`src/rtl/lvtes_pkg.sv`:
```
// Constants for the local vector table, error status and spurious vector block.
package lvtes_pkg;
	// ==========================================================
	// Register offsets within the 4 KB window
	localparam logic [11:0] OFF_SPUR     = 12'h0f0;
	localparam logic [11:0] OFF_ESR      = 12'h280;
	localparam logic [11:0] OFF_THERM    = 12'h330;
	localparam logic [11:0] OFF_PERF     = 12'h340;
	localparam logic [11:0] OFF_PIN_A    = 12'h350;
	localparam logic [11:0] OFF_PIN_B    = 12'h360;
	localparam logic [11:0] OFF_ERR      = 12'h370;
	localparam logic [11:0] OFF_EXT_FEAT = 12'h4f0;
	localparam logic [11:0] OFF_EXT_BASE = 12'h500;
	localparam int          EXT_STRIDE_LSB = 4;
	// ==========================================================
	// Source slots
	localparam logic [3:0] SRC_THERM = 4'h0;
	localparam logic [3:0] SRC_PERF  = 4'h1;
	localparam logic [3:0] SRC_PIN_A = 4'h2;
	localparam logic [3:0] SRC_PIN_B = 4'h3;
	localparam logic [3:0] SRC_ERR   = 4'h4;
	localparam logic [3:0] SRC_EXT0  = 4'h5;
	localparam int         NUM_FIXED_SRC = 5;
	// ==========================================================
	// Field positions
	localparam int VEC_LSB  = 0;
	localparam int KIND_LSB = 8;
	localparam int DS_BIT   = 12;
	localparam int RIR_BIT  = 14;
	localparam int TRIG_BIT = 15;
	localparam int MASK_BIT = 16;
	localparam int ASE_BIT  = 8;
	localparam int FCC_BIT  = 9;
	localparam int EXT_CNT_LSB = 16;
	localparam int ERR_SAE = 2;
	localparam int ERR_RAE = 3;
	localparam int ERR_SIV = 5;
	localparam int ERR_RIV = 6;
	localparam int ERR_IRA = 7;
	// ==========================================================
	// Message kinds and vector limits
	localparam logic [2:0] KIND_FIXED  = 3'h0;
	localparam logic [2:0] KIND_SMI    = 3'h2;
	localparam logic [2:0] KIND_NMI    = 3'h4;
	localparam logic [2:0] KIND_EXTERNAL_INTERRUPT = 3'h7;
	localparam logic [7:0] VEC_MIN     = 8'h10;
	localparam logic [7:0] SPUR_VEC_RST = 8'hff;
	localparam logic [7:0] ESR_MASK    = 8'hec;
endpackage : lvtes_pkg

```
`src/rtl/lvtes_src.sv`:
```
// One interrupt source slot: request latch, delivery status and remote pending flag.
`timescale 1ns/1ps
module lvtes_src (
	input  wire logic ref_clk,    // Core clock.
	input  wire logic nrst,       // Asynchronous reset, active low.
	input  wire logic evt,        // Source event or level.
	input  wire logic level_mode, // High for a level sensitive fixed pin.
	input  wire logic enable,     // Unmasked and allowed.
	input  wire logic take,       // Core accepted or slot dropped.
	input  wire logic end_of_interrupt,        // End of interrupt for this slot.
	output logic      req,        // Request toward the arbiter.
	output logic      ds,         // Delivery pending flag.
	output logic      remote_pending_flag         // Remote pending flag.
);
	typedef struct packed {
		logic prev;
		logic pend;
		logic remote_pending_flag;
		logic ds;
	} lvtes_src_t;

	lvtes_src_t s_q;
	lvtes_src_t s_d;
	logic       raw;

	// Requests held while the flag is set stay latched, so nothing is lost.
	assign raw = level_mode ? evt : s_q.pend;
	assign req = raw & enable & ~s_q.remote_pending_flag;
	assign ds  = s_q.ds;
	assign remote_pending_flag = s_q.remote_pending_flag;

	always_comb begin
		s_d = s_q;
		s_d.prev = evt;
		if (take) begin
			s_d.pend = 1'b0;
		end
		if (evt & ~s_q.prev & ~level_mode) begin
			s_d.pend = 1'b1;
		end
		if (end_of_interrupt) begin
			s_d.remote_pending_flag = 1'b0;
		end
		if (take & level_mode) begin
			s_d.remote_pending_flag = 1'b1;
		end
		s_d.ds = req & ~take;
	end

	always_ff @(posedge ref_clk or negedge nrst) begin
		if (!nrst) begin
			s_q <= '0;
		end else begin
			s_q <= s_d;
		end
	end
endmodule : lvtes_src

```
`src/rtl/lvtes_top.sv`:
```
// Local vector table entries, error status, spurious vector control and delivery.
// Function
// - Pin entry trigger bit picks edge or level handling when kind is fixed.
// - Level pin: remote pending set on accept, cleared by end of interrupt.
// - While remote pending, pin requests are held back but stay pending.
// - Counter overflow raises interrupt through its entry, gated by mask.
// - Thermal event raises interrupt through its entry, gated by mask.
// - Extended feature register reports extended entry count in bits 23:16.
// - Four extended entries sit at consecutive offsets from 500h.
// - Extended sources arrive routed from outside this block, one event line per entry.
// - A handling error whose bit is not yet accumulated raises an interrupt through the error entry.
// - Error status write copies accumulated errors and clears them; data unused.
// - Send accept error bit set when no unit took our message.
// - Receive accept error bit set when nobody took a received message.
// - Sent illegal vector bit set when sending an illegal vector.
// - Received illegal vector bit set when receiving an illegal vector.
// - Illegal register address bit set on unmapped access within the window.
// - Task priority at or above level during acknowledge of a fixed kind gives spurious vector.
// - Spurious delivery leaves in-service state untouched; no end of interrupt.
// - Software disable refuses fixed and external kinds, keeps pending state.
// - Software disable forces all mask bits set; clearing writes ignored.
// - Focus check bit at one disables focus checking.
// - Mask bit one blocks the source, zero allows it.
// - Kind codes: fixed 000, SMI 010, NMI 100, external 111.
// - Delivery status high while pending at core, clear after delivery.
// - Fixed vector below 16 is illegal and raises an illegal vector error.
`timescale 1ns/1ps
module lvtes_top #(
	parameter int EXT_COUNT = 4 // Number of extended entries.
) (
	input  wire logic        REF_CLK,                 // Core clock, 10 MHz.
	input  wire logic        NRST,                    // Asynchronous reset, active low.
	input  wire logic        PSEL,                    // APB select.
	input  wire logic        PENABLE,                 // APB enable.
	input  wire logic        PWRITE,                  // APB direction.
	input  wire logic [11:0] PADDR,                   // APB byte address.
	input  wire logic [31:0] PWDATA,                  // APB write data.
	output logic      [31:0] PRDATA,                  // APB read data.
	output logic             PREADY,                  // APB ready.
	output logic             PSLVERR,                 // APB error on unmapped access.
	input  wire logic        LOCAL_PIN_IRQ_A,         // Local pin A, asynchronous.
	input  wire logic        LOCAL_PIN_IRQ_B,         // Local pin B, asynchronous.
	input  wire logic        PERF_OVERFLOW,           // Counter overflow pulse.
	input  wire logic        THERMAL_EVENT,           // Thermal event pulse.
	input  wire logic [EXT_COUNT-1:0] EXT_EVENT,      // Extended events, one per entry.
	input  wire logic        SEND_ACCEPT_ERROR,       // Sent message not accepted.
	input  wire logic        RECEIVE_ACCEPT_ERROR,    // Received message not accepted.
	input  wire logic        SENT_ILLEGAL_VECTOR,     // Illegal vector on send.
	input  wire logic        RECEIVED_ILLEGAL_VECTOR, // Illegal vector on receive.
	input  wire logic        CORE_ACK,                // Core acknowledges offer.
	input  wire logic [7:0]  TASK_PRIORITY,           // Current task priority.
	input  wire logic        EOI_VALID,               // End of interrupt pulse.
	input  wire logic [7:0]  EOI_VECTOR,              // Vector being completed.
	output logic             DLV_VALID,               // Offer to core pending.
	output logic      [2:0]  DLV_KIND,                // Offered message kind.
	output logic      [7:0]  DLV_VECTOR,              // Offered vector.
	output logic             INTA_VALID,              // Acknowledge result pulse.
	output logic      [7:0]  INTA_VECTOR,             // Vector handed to core.
	output logic             INTA_SPURIOUS,           // Result is spurious.
	output logic             ISR_SET,                 // Set in-service for vector.
	output logic             SW_ENABLE,               // Software enable state.
	output logic             FOCUS_CHECK_OFF          // Focus checking disabled.
);
	localparam int NSRC = lvtes_pkg::NUM_FIXED_SRC + EXT_COUNT;

	typedef enum logic [1:0] {
		ST_IDLE  = 2'b01,
		ST_OFFER = 2'b10
	} lvtes_state_t;

	typedef struct packed {
		logic [1:0]            pin_s1;
		logic [1:0]            pin_s2;
		logic [NSRC-1:0][7:0]  vec;
		logic [NSRC-1:0][2:0]  kind;
		logic [NSRC-1:0]       trig;
		logic [NSRC-1:0]       mask;
		logic [7:0]            spur_vec;
		logic                  software_enable;
		logic                  fcc;
		logic [7:0]            esr;
		logic [7:0]            err_acc;
		logic                  err_new;
		lvtes_state_t          state;
		logic [3:0]            sel;
		logic                  dlv_valid;
		logic [2:0]            dlv_kind;
		logic [7:0]            dlv_vec;
		logic                  inta_valid;
		logic [7:0]            inta_vec;
		logic                  inta_spur;
		logic                  isr_set;
		logic                  pready;
		logic [31:0]           prdata;
		logic                  pslverr;
	} lvtes_regs_t;

	lvtes_regs_t      s_q;
	lvtes_regs_t      s_d;
	logic [NSRC-1:0]  evt;
	logic [NSRC-1:0]  lvl;
	logic [NSRC-1:0]  en;
	logic [NSRC-1:0]  take;
	logic [NSRC-1:0]  end_of_interrupt;
	logic [NSRC-1:0]  req;
	logic [NSRC-1:0]  ds;
	logic [NSRC-1:0]  remote_pending_flag;
	logic [7:0]       err_evt;
	logic             setup;
	logic             done;
	logic [4:0]       dec;

	// ==========================================================
	// Address decode: {hit, slot}; slot 4'hf marks a non-entry register.
	function automatic logic [4:0] decode(input logic [11:0] a);
		logic [11:0] d;
		d = a - lvtes_pkg::OFF_EXT_BASE;
		unique case ({a[11:2], 2'b00})
			lvtes_pkg::OFF_THERM:    decode = {1'b1, lvtes_pkg::SRC_THERM};
			lvtes_pkg::OFF_PERF:     decode = {1'b1, lvtes_pkg::SRC_PERF};
			lvtes_pkg::OFF_PIN_A:    decode = {1'b1, lvtes_pkg::SRC_PIN_A};
			lvtes_pkg::OFF_PIN_B:    decode = {1'b1, lvtes_pkg::SRC_PIN_B};
			lvtes_pkg::OFF_ERR:      decode = {1'b1, lvtes_pkg::SRC_ERR};
			lvtes_pkg::OFF_SPUR:     decode = 5'h1f;
			lvtes_pkg::OFF_ESR:      decode = 5'h1f;
			lvtes_pkg::OFF_EXT_FEAT: decode = 5'h1f;
			default: begin
				if (a >= lvtes_pkg::OFF_EXT_BASE && 32'(d[11:lvtes_pkg::EXT_STRIDE_LSB]) <
				    EXT_COUNT && d[3:2] == 2'b00) begin
					decode = {1'b1, 4'(lvtes_pkg::SRC_EXT0 + d[7:lvtes_pkg::EXT_STRIDE_LSB])};
				end else begin
					decode = 5'h0f;
				end
			end
		endcase
	endfunction : decode

	assign setup = PSEL & ~PENABLE;
	assign done  = PSEL & PENABLE & s_q.pready;
	assign dec   = decode(PADDR);

	// ==========================================================
	// Source wiring
	// Extended sources arrive already routed: each source's own control register picks
	// its entry outside this block, which only sees one event line per entry.
	assign err_evt = {1'b0, RECEIVED_ILLEGAL_VECTOR, SENT_ILLEGAL_VECTOR,
	                  1'b0, RECEIVE_ACCEPT_ERROR, SEND_ACCEPT_ERROR, 2'b00};

	always_comb begin
		evt = '0;
		evt[lvtes_pkg::SRC_THERM] = THERMAL_EVENT;
		evt[lvtes_pkg::SRC_PERF]  = PERF_OVERFLOW;
		evt[lvtes_pkg::SRC_PIN_A] = s_q.pin_s2[0];
		evt[lvtes_pkg::SRC_PIN_B] = s_q.pin_s2[1];
		evt[lvtes_pkg::SRC_ERR]   = s_q.err_new;
		evt[NSRC-1:lvtes_pkg::NUM_FIXED_SRC] = EXT_EVENT;
		for (int i = 0; i < NSRC; i++) begin
			lvl[i] = s_q.trig[i] & (s_q.kind[i] == lvtes_pkg::KIND_FIXED) &
			         (4'(i) == lvtes_pkg::SRC_PIN_A || 4'(i) == lvtes_pkg::SRC_PIN_B);
			// Disabled state refuses fixed and external kinds but keeps latched requests.
			en[i]  = ~s_q.mask[i] & (s_q.software_enable | ~(s_q.kind[i] == lvtes_pkg::KIND_FIXED ||
			         s_q.kind[i] == lvtes_pkg::KIND_EXTERNAL_INTERRUPT));
			end_of_interrupt[i] = EOI_VALID & (EOI_VECTOR == s_q.vec[i]) & lvl[i];
		end
	end

	for (genvar g = 0; g < NSRC; g++) begin : g_src
		lvtes_src u_src (
			.ref_clk    (REF_CLK),
			.nrst       (NRST),
			.evt        (evt[g]),
			.level_mode (lvl[g]),
			.enable     (en[g]),
			.take       (take[g]),
			.end_of_interrupt        (end_of_interrupt[g]),
			.req        (req[g]),
			.ds         (ds[g]),
			.remote_pending_flag        (remote_pending_flag[g])
		);
	end

	// ==========================================================
	// Next state
	always_comb begin
		logic       found;
		logic [3:0] pick;
		found = 1'b0;
		pick  = '0;
		s_d   = s_q;
		take  = '0;
		s_d.pin_s1     = {LOCAL_PIN_IRQ_B, LOCAL_PIN_IRQ_A};
		s_d.pin_s2     = s_q.pin_s1;
		s_d.inta_valid = 1'b0;
		s_d.inta_spur  = 1'b0;
		s_d.isr_set    = 1'b0;
		s_d.pready     = setup;

		// Read data is taken in the setup cycle and held through the access phase.
		if (setup) begin
			s_d.prdata  = '0;
			s_d.pslverr = ~dec[4];
			if (dec[4] && dec[3:0] != 4'hf) begin
				s_d.prdata[lvtes_pkg::VEC_LSB +: 8]  = s_q.vec[dec[3:0]];
				s_d.prdata[lvtes_pkg::KIND_LSB +: 3] = s_q.kind[dec[3:0]];
				s_d.prdata[lvtes_pkg::DS_BIT]        = ds[dec[3:0]];
				s_d.prdata[lvtes_pkg::MASK_BIT]      = s_q.mask[dec[3:0]];
				if (dec[3:0] == lvtes_pkg::SRC_PIN_A || dec[3:0] == lvtes_pkg::SRC_PIN_B) begin
					s_d.prdata[lvtes_pkg::RIR_BIT]  = remote_pending_flag[dec[3:0]];
					s_d.prdata[lvtes_pkg::TRIG_BIT] = s_q.trig[dec[3:0]];
				end
			end else if ({PADDR[11:2], 2'b00} == lvtes_pkg::OFF_SPUR) begin
				s_d.prdata[7:0] = s_q.spur_vec;
				s_d.prdata[lvtes_pkg::ASE_BIT] = s_q.software_enable;
				s_d.prdata[lvtes_pkg::FCC_BIT] = s_q.fcc;
			end else if ({PADDR[11:2], 2'b00} == lvtes_pkg::OFF_ESR) begin
				s_d.prdata[7:0] = s_q.esr;
			end else if ({PADDR[11:2], 2'b00} == lvtes_pkg::OFF_EXT_FEAT) begin
				s_d.prdata[lvtes_pkg::EXT_CNT_LSB +: 8] = 8'(EXT_COUNT);
			end
		end

		if (done && PWRITE && dec[4]) begin
			if (dec[3:0] != 4'hf) begin
				s_d.vec[dec[3:0]]  = PWDATA[lvtes_pkg::VEC_LSB +: 8];
				s_d.kind[dec[3:0]] = PWDATA[lvtes_pkg::KIND_LSB +: 3];
				s_d.trig[dec[3:0]] = PWDATA[lvtes_pkg::TRIG_BIT];
				s_d.mask[dec[3:0]] = PWDATA[lvtes_pkg::MASK_BIT] | ~s_q.software_enable;
			end else if ({PADDR[11:2], 2'b00} == lvtes_pkg::OFF_SPUR) begin
				s_d.spur_vec = PWDATA[7:0];
				s_d.software_enable      = PWDATA[lvtes_pkg::ASE_BIT];
				s_d.fcc      = PWDATA[lvtes_pkg::FCC_BIT];
				if (!PWDATA[lvtes_pkg::ASE_BIT]) begin
					s_d.mask = '1;
				end
			end else if ({PADDR[11:2], 2'b00} == lvtes_pkg::OFF_ESR) begin
				s_d.esr     = s_q.err_acc & lvtes_pkg::ESR_MASK;
				s_d.err_acc = '0;
			end
		end

		// Delivery arbiter: lowest slot first.
		unique case (s_q.state)
			ST_IDLE: begin
				for (int i = NSRC - 1; i >= 0; i--) begin
					if (req[i]) begin
						found = 1'b1;
						pick  = 4'(i);
					end
				end
				if (found) begin
					if (s_q.kind[pick] == lvtes_pkg::KIND_FIXED &&
					    s_q.vec[pick] < lvtes_pkg::VEC_MIN) begin
						take[pick] = 1'b1;
						s_d.err_acc[lvtes_pkg::ERR_SIV] = 1'b1;
					end else begin
						s_d.state     = ST_OFFER;
						s_d.sel       = pick;
						s_d.dlv_valid = 1'b1;
						s_d.dlv_kind  = s_q.kind[pick];
						s_d.dlv_vec   = (s_q.kind[pick] == lvtes_pkg::KIND_SMI) ? 8'h00 :
						                s_q.vec[pick];
					end
				end
			end
			ST_OFFER: begin
				if (CORE_ACK) begin
					take[s_q.sel]  = 1'b1;
					s_d.state      = ST_IDLE;
					s_d.dlv_valid  = 1'b0;
					s_d.inta_valid = 1'b1;
					if (s_q.dlv_kind == lvtes_pkg::KIND_FIXED &&
					    TASK_PRIORITY[7:4] >= s_q.dlv_vec[7:4]) begin
						s_d.inta_vec  = s_q.spur_vec;
						s_d.inta_spur = 1'b1;
					end else begin
						s_d.inta_vec = s_q.dlv_vec;
						s_d.isr_set  = s_q.dlv_kind == lvtes_pkg::KIND_FIXED;
					end
				end
			end
		endcase

		if (done && !dec[4]) begin
			s_d.err_acc[lvtes_pkg::ERR_IRA] = 1'b1;
		end
		// New errors win over a simultaneous status write.
		s_d.err_acc = s_d.err_acc | err_evt;
		// Internal errors (illegal vector, bad address) must raise the error entry as well.
		s_d.err_new = |(s_d.err_acc & ~s_q.err_acc);
	end

	always_ff @(posedge REF_CLK or negedge NRST) begin
		if (!NRST) begin
			s_q          <= '0;
			s_q.mask     <= '1;
			s_q.spur_vec <= lvtes_pkg::SPUR_VEC_RST;
			s_q.state    <= ST_IDLE;
		end else begin
			s_q <= s_d;
		end
	end

	assign PRDATA          = s_q.prdata;
	assign PREADY          = s_q.pready;
	assign PSLVERR         = s_q.pslverr;
	assign DLV_VALID       = s_q.dlv_valid;
	assign DLV_KIND        = s_q.dlv_kind;
	assign DLV_VECTOR      = s_q.dlv_vec;
	assign INTA_VALID      = s_q.inta_valid;
	assign INTA_VECTOR     = s_q.inta_vec;
	assign INTA_SPURIOUS   = s_q.inta_spur;
	assign ISR_SET         = s_q.isr_set;
	assign SW_ENABLE       = s_q.software_enable;
	assign FOCUS_CHECK_OFF = s_q.fcc;
endmodule : lvtes_top
```
`config.mk`:
```
export PLATFORM = sky130hd
export DESIGN_NAME = lvtes_top
export DESIGN_NICKNAME = d
export VERILOG_FILES = /design/src/rtl/lvtes_pkg.sv /design/src/rtl/lvtes_src.sv /design/src/rtl/lvtes_top.sv
export SDC_FILE = /design/constraint.sdc
export NUM_CORES = 1
export LEC_CHECK = 0
export BUFFER_PORTS_ARGS = -buffer_cell sky130_fd_sc_hd__buf_2
export CORE_AREA = 2 2 165 167
export CTS_BUF_LIST = sky130_fd_sc_hd__clkbuf_16
export DETAILED_ROUTE_END_ITERATION = 8
export DIE_AREA = 0 0 167 169
export GPL_TIMING_DRIVEN = 0
export PLACE_DENSITY_LB_ADDON = 0.05
export SYNTH_ARGS = -nofsm -noshare
export SYNTH_HDL_FRONTEND = slang
export SYNTH_SLANG_ARGS = --single-unit
```
`constraint.sdc`:
```
create_clock -name REF_CLK -period 5.7 [get_ports REF_CLK]
set_clock_uncertainty 0.1 [all_clocks]
set_input_delay 0.57 -clock REF_CLK [delete_from_list [all_inputs] [get_ports REF_CLK]]
set_output_delay 0.57 -clock REF_CLK [all_outputs]
set_load 0.01 [all_outputs]
```
==> results of run 1 <==
where the power goes:
group	switching [mW]	internal (mW)
clock	0.628	0.920
combinational	0.0943	0.0519
sequential	0.00651	1.50
cell type report:
class	instances	share of cell area [%]
multi-input combinational	799	42.6
sequential	210	39.3
buffer	116	4.87
clock buffer	25	4.66
timing repair buffer	88	3.54
tap	341	3.18
clock inverter	16	1.10
inverter	28	0.783
flip-flops by register name (all words and copies together) (netlist names), 2 cells and up:
signal,cells
g_src.u_src.remote_pending_flag,2
PRDATA,16
g_src.u_src.ds,9
s_d,2
DLV_VECTOR,8
evt,3
s_q,134
g_src.u_src.s_q,18
DLV_KIND,3
INTA_VECTOR,8
cells in the mapped netlist, types with 20 or more instances:
library cell / instances
a21oi_1: 26
buf_4: 51
clkbuf_1: 43
dfrtp_1: 192
inv_1: 28
mux2_2: 123
mux2i_1: 23
nand2_1: 167
nand3_1: 40
nor2_1: 31
nor3_1: 20
o21ai_0: 51
layer usage:
metal	global-route usage, %	vias up	part of all wire [%]
met5	0	-	0
met1	40.4	4883	44
met4	9.52	0	3.3
li1	-	4386	-
met3	4.54	74	7.2
met2	45.3	416	45
through the flow:
stage	hold slack, ns	instances	power (mW)	setup TNS [ns]
after floorplan	0.174	1153	1.60	0
after global placement	0.239	1580	1.68	-0.623
after detailed placement	0.236	1582	1.69	-0.618
after CTS	0.0354	1623	3.24	0
after global routing	0.0315	1623	3.31	0
final	-0.0544	1623	3.21	0
cells by family (layout without fill, tap and decap cells):
kind of cell,count (synthesis),in the layout,share of synthesized area [%]
AO/OA/AOI/OAI,218,218,13.3
multiplexers,157,157,15.8
flip-flops,210,210,45.2
XOR/XNOR,17,17,1.27
buffers and inverters,144,273,6.49
adder cells (fa/ha/maj),8,8,0.857
AND/OR/NAND/NOR,383,383,17.0
other,1,16,0.0321
final timing paths:
path                            cells past startpoint    endpoint             from
worst max-delay path                               13   PRDATA[7]        PADDR[11]
worst min-delay path                                1  PRDATA[18]             NRST
worst max register to register                     10     s_q[60]         s_q[110]
worst min register to register                      0      evt[2]         s_d[207]
max in group asynchronous                           2    s_q[175]             NRST
min in group REF_CLK                                1    s_d[207]  LOCAL_PIN_IRQ_A
==> flow_summary.toml, run 1 <==
[floorplan]
row_count = 60
core_area_sq_mm = 0.0265
die_h_um = 169
die_x_um = 167
io_pins = 138
die_area_sq_mm = 0.0282
start_util_pct = 44.1

[outcome]
violations = "hold timing"
status = "finished with violations"

[clock_network]
cts.clk_slew.worst_paths_ns = 0.06
cts_tree = "yes"
clk_path_buf_depth = 3
numClockSinks = 210
holdBufCountCts = 0
cts_made_buffers = 24
htreeDepth = 1
post_cts_resized = 0
insertion_delay_ns = 0.53
postCtsSetupBuffers = 0
root_buffer = "clkbuf_16"

[sta]
worst_hold_slack_ns = -0.0544
rsz0062_at_grt = "no"
worst_pin_slew_ns = 1.28
final-setup-viol-count = 0
hold_viol = 15
drv_slew = 0
max_freq_ghz = 0.180
relSlewSlack_pct = 13.9
min_period_over_period_pct = 97.4
fin_ws_ns = 0.150
min_period_ns = 5.55

[grt]
grt_pass1_wl_um = 60900
grt_max_degree = 109
grt_pass1_vias = 9507
grt_usage_pct = 28.7
antenna_found_initial = 1
grt_overflow = 0

[layout]
multi_input_area_sq_mm = 0.00571
regArea_sq_mm = 0.00528
final_common_cell = "dfrtp_1"
final_cell_mix = "192 x dfrtp_1, 167 x nand2_1, 123 x mux2_2, 88 x buf_2, 52 x buf_4"
fill_cells = 2517
final_layout_size_suffix_gt1_share_pct = 27.5
nets = 1354
area.growth.synth_to_final_pct = 14.9
final_util_pct = 50.7
num_antenna_cells = 0
design_area_sq_mm = 0.0134

[synth]
syn_inst = 1138
synth_async_sr_flop_share_pct = 100
synth_top_area_share_pct = 41.1
ys_seq_area_share_pct = 45.2
syn_avg_cell_area_sq_um = 10.3
yosysWarnings = 0
synth_edf_count = 0
synth_top_area_cell = "dfrtp_1"
syn_area_sq_mm = 0.0117
ys_ff_latch = 210
ys.flop_type = "dfrtp_1"
yosys-top-cells-area = "dfrtp_1 41%, mux2_2 12%, nand2_1 5.4%, dfstp_2 4.0%, buf_4 3.3%"
yosysUniqueCellTypes = 86

[setup_path]
crit_path_frequent_cell = "clkbuf_1"
cp-start-kind = "input pin"
crit_path_end_kind = "flip-flop"
arrival_ns = 5.87
crit_chain = "buf_2 > or3_1 > nor3b_1 > nand3b_1 > or2_2 > a21boi_0 > clkbuf_1 > clkbuf_1 > clkbuf_1 > nand3_1 > a31oi_1 > o211ai_1 > o21a_1"
reg2reg_slack_ns = 0.21
cpPeakStageDelay_ns = 0.84
path_delay_family = "buffers and inverters"
cp_max_fo = 10
path_class = "input pin to flip-flop"
crit_required_ns = 6.02
cp_slowest_cell = "clkbuf_1"
critPathBufInv = 4

[detailed_routing]
drt_iter0_markers = 903
ant_nets = 0
drc = 0
route.vias.total = 9759
dr.pass1.iters = 7
wl_um = 40400
wire_per_inst_um = 24.9
vias_per_cell = 6.01

[pwr]
ir_drop_mv = 0.257
p_leak_nw = 6.17
powerDensity_mw_per_mm2 = 239

[place]
port_buffers = 86
place_ws_ns = -0.182
gp_congestion = 0.999
place_area_sq_mm = 0.0127
dp_hpwl_um = 30100

[run]
max-cap-violations = 0

[min_path]
min_path_type = "input pin to async pin"
(Power assumes the default switching activity.)
==> inputs of run 2 (changes only) <==
- BUFFER_PORTS_ARGS: -buffer_cell sky130_fd_sc_hd__buf_2 -> -buffer_cell sky130_fd_sc_hd__buf_4
- HOLD_SLACK_MARGIN: not set -> 0.05
==> run 2 against run 1 <==
The run now ends clean. Fmax increased by 0.81%. Worst setup slack better by 0.045 ns. Core utilization is 0.83 points higher. Sequential power barely moved. Non-clock buffer count increased by 5. First-iteration DRC count down 8.3%. Power is 3.2% lower. Via count shrank 0.37%. Count of clock-buffer cells in the layout did not move. Cell count rose by 0.62%. Clock power shrank 8%. Design area up 1.6%. Critical path type is now flip-flop to flip-flop. Largest power group is now sequential cells. Highest routed layer unchanged.
==> flow_summary.toml, run 2 (synthesized netlist as in run 1, its figures left out) <==
[floorplan]
die_x_um = 167
row_count = 60
core_area_sq_mm = 0.0265
io_pins = 138
die_h_um = 169
die_area_sq_mm = 0.0282
start_util_pct = 44.1

[setup_path]
cpPeakStageDelay_ns = 1.22
critPathBufInv = 1
crit_path_end_kind = "flip-flop"
crit_chain = "or4_1 > nand4b_1 > nand2_1 > nor3_1 > nand3_1 > a311o_1 > nor4_4 > or2b_2 > buf_6 > mux2_1"
path_delay_family = "simple AND/OR/NAND/NOR gates"
startpoint = "s_q[110]"
crit_required_ns = 6.01
cp_max_fo = 10
path_class = "flip-flop to flip-flop"
reg2reg_from = "s_q[110]"
arrival_ns = 5.82
cp_slowest_cell = "nor3_1"
cp-start-kind = "flip-flop"

[layout]
fill_cells = 2556
num_antenna_cells = 0
final_common_cell = "dfrtp_1"
regMostFlops = "s_q"
final_cell_mix = "192 x dfrtp_1, 167 x nand2_1, 136 x buf_4, 123 x mux2_2, 51 x o21ai_0"
largest_reg_flops = 134
nets = 1360
area.growth.synth_to_final_pct = 16.8
final_layout_size_suffix_gt1_share_pct = 27.2
final_util_pct = 51.5
final_cells = 1633
design_area_sq_mm = 0.0136

[place]
place_ws_ns = -0.300
gp_congestion = 0.977
dp_cells = 1582
port_buffers = 86
place_area_sq_mm = 0.0129
dp_hpwl_um = 31400

[detailed_routing]
route.vias.total = 9723
wire_per_inst_um = 25.6
drt_iter0_markers = 828
vias_per_cell = 5.95
drc = 0
ant_nets = 0
wl_um = 41800
dr.pass1.iters = 5

[clock_network]
insertion_delay_ns = 0.54
htreeDepth = 1
cts_made_buffers = 25
root_buffer = "clkbuf_16"
cts.clk_slew.worst_paths_ns = 0.06
cts_tree = "yes"
numClockSinks = 210
clk_path_buf_depth = 3

[sta]
hold_viol = 0
drv_slew = 0
fin_ws_ns = 0.195
max_freq_ghz = 0.182
worst_hold_slack_ns = 0.0725
final-setup-viol-count = 0
rsz0062_at_grt = "no"
relSlewSlack_pct = 2.40
worst_pin_slew_ns = 1.45
min_period_ns = 5.51
min_period_over_period_pct = 96.6
setup_tns_ns = 0

[grt]
antenna_found_initial = 0
grt_pass1_vias = 9567
grt_usage_pct = 29.8
grt_pass1_wl_um = 62600
grt_overflow = 0
grt_max_degree = 120

[pwr]
p_leak_nw = 6.21
ir_drop_mv = 0.228
power_mw = 3.10
powerDensity_mw_per_mm2 = 227

[min_path]
min_path_type = "input pin to flip-flop"
worstHoldStart = "EXT_EVENT[0]"

[run]
max-cap-violations = 0

[outcome]
status = "finished clean"
==> run 2: changes by cell type in the layout (fill, tap and decap cells not counted), sizes merged <==
| cell | previous run | this run |
|---|---|---|
| bufinv | 3 | 0 |
| inv | 31 | 34 |
| clkinv | 9 | 14 |
| dlygate4sd3 | 0 | 5 |
| clkdlybuf4s15 | 0 | 1 |
| clkbuf | 68 | 67 |
==> run 2: repair_timing <==
item | 4_1_cts | 5_1_grt
buffers inserted | 0 | 0
resized for setup | 0 | 6
endpoints found under the hold margin | 86 | 0
hold buffers | 5 | 0
setup endpoints to repair | 0 | 1
==> run 2: final timing paths <==
path / slack, ns / endpoint / cells after the start
max reg2reg: 0.19 / s_q[60] / 10
max in group asynchronous: 3.92 / DLV_VECTOR[7] / 3
min in group asynchronous: 0.54 / PRDATA[18] / 2
max: 0.19 / s_q[60] / 10
min: 0.07 / g_src[5].u_src.s_q[3] / 1
min reg2reg: 0.25 / evt[3] / 0
==> run 2: cell type report <==
cell class,count,area [sq um],share of cell area (%)
Multi-Input combinational cell,799,5710,41.9
Sequential cell,210,5280,38.7
Timing Repair Buffer,93,742,5.44
Buffer,116,661,4.84
Clock buffer,25,626,4.59
Tap cell,341,427,3.13
Inverter,28,105,0.770
Clock inverter,21,92.6,0.679
==> run 2: layer usage <==
layer | vias to the layer above | track usage (%) | wire length (um) | share of wire (%)
li1 | 4390 | - | - | -
met1 | 4873 | 41.6 | 18200 | 44
met2 | 381 | 46.7 | 18700 | 45
met3 | 79 | 5.10 | 3280 | 7.8
met4 | 0 | 10.7 | 1640 | 3.9
met5 | - | 0 | 0 | 0
==> run 2: worst reg2reg max path: cells and delay by family (launching register included) <==
family | cells | cell delay [ns]
muxes | 1 | 0.32
DFF | 1 | 0.48
and+or+nand+nor | 7 | 3.83
AOI/OAI and AO/OA | 1 | 0.52
buffers and inverters | 1 | 0.14
==> run 2: report_power, final <==
| part | internal [mW] | leakage, nW | switching (mW) |
|---|---|---|---|
| registers | 1.50 | 2.75 | 0.00636 |
| clock network | 0.791 | 0.371 | 0.640 |
| logic | 0.0654 | 3.09 | 0.0958 |
| total | 2.36 | 6.21 | 0.742 |
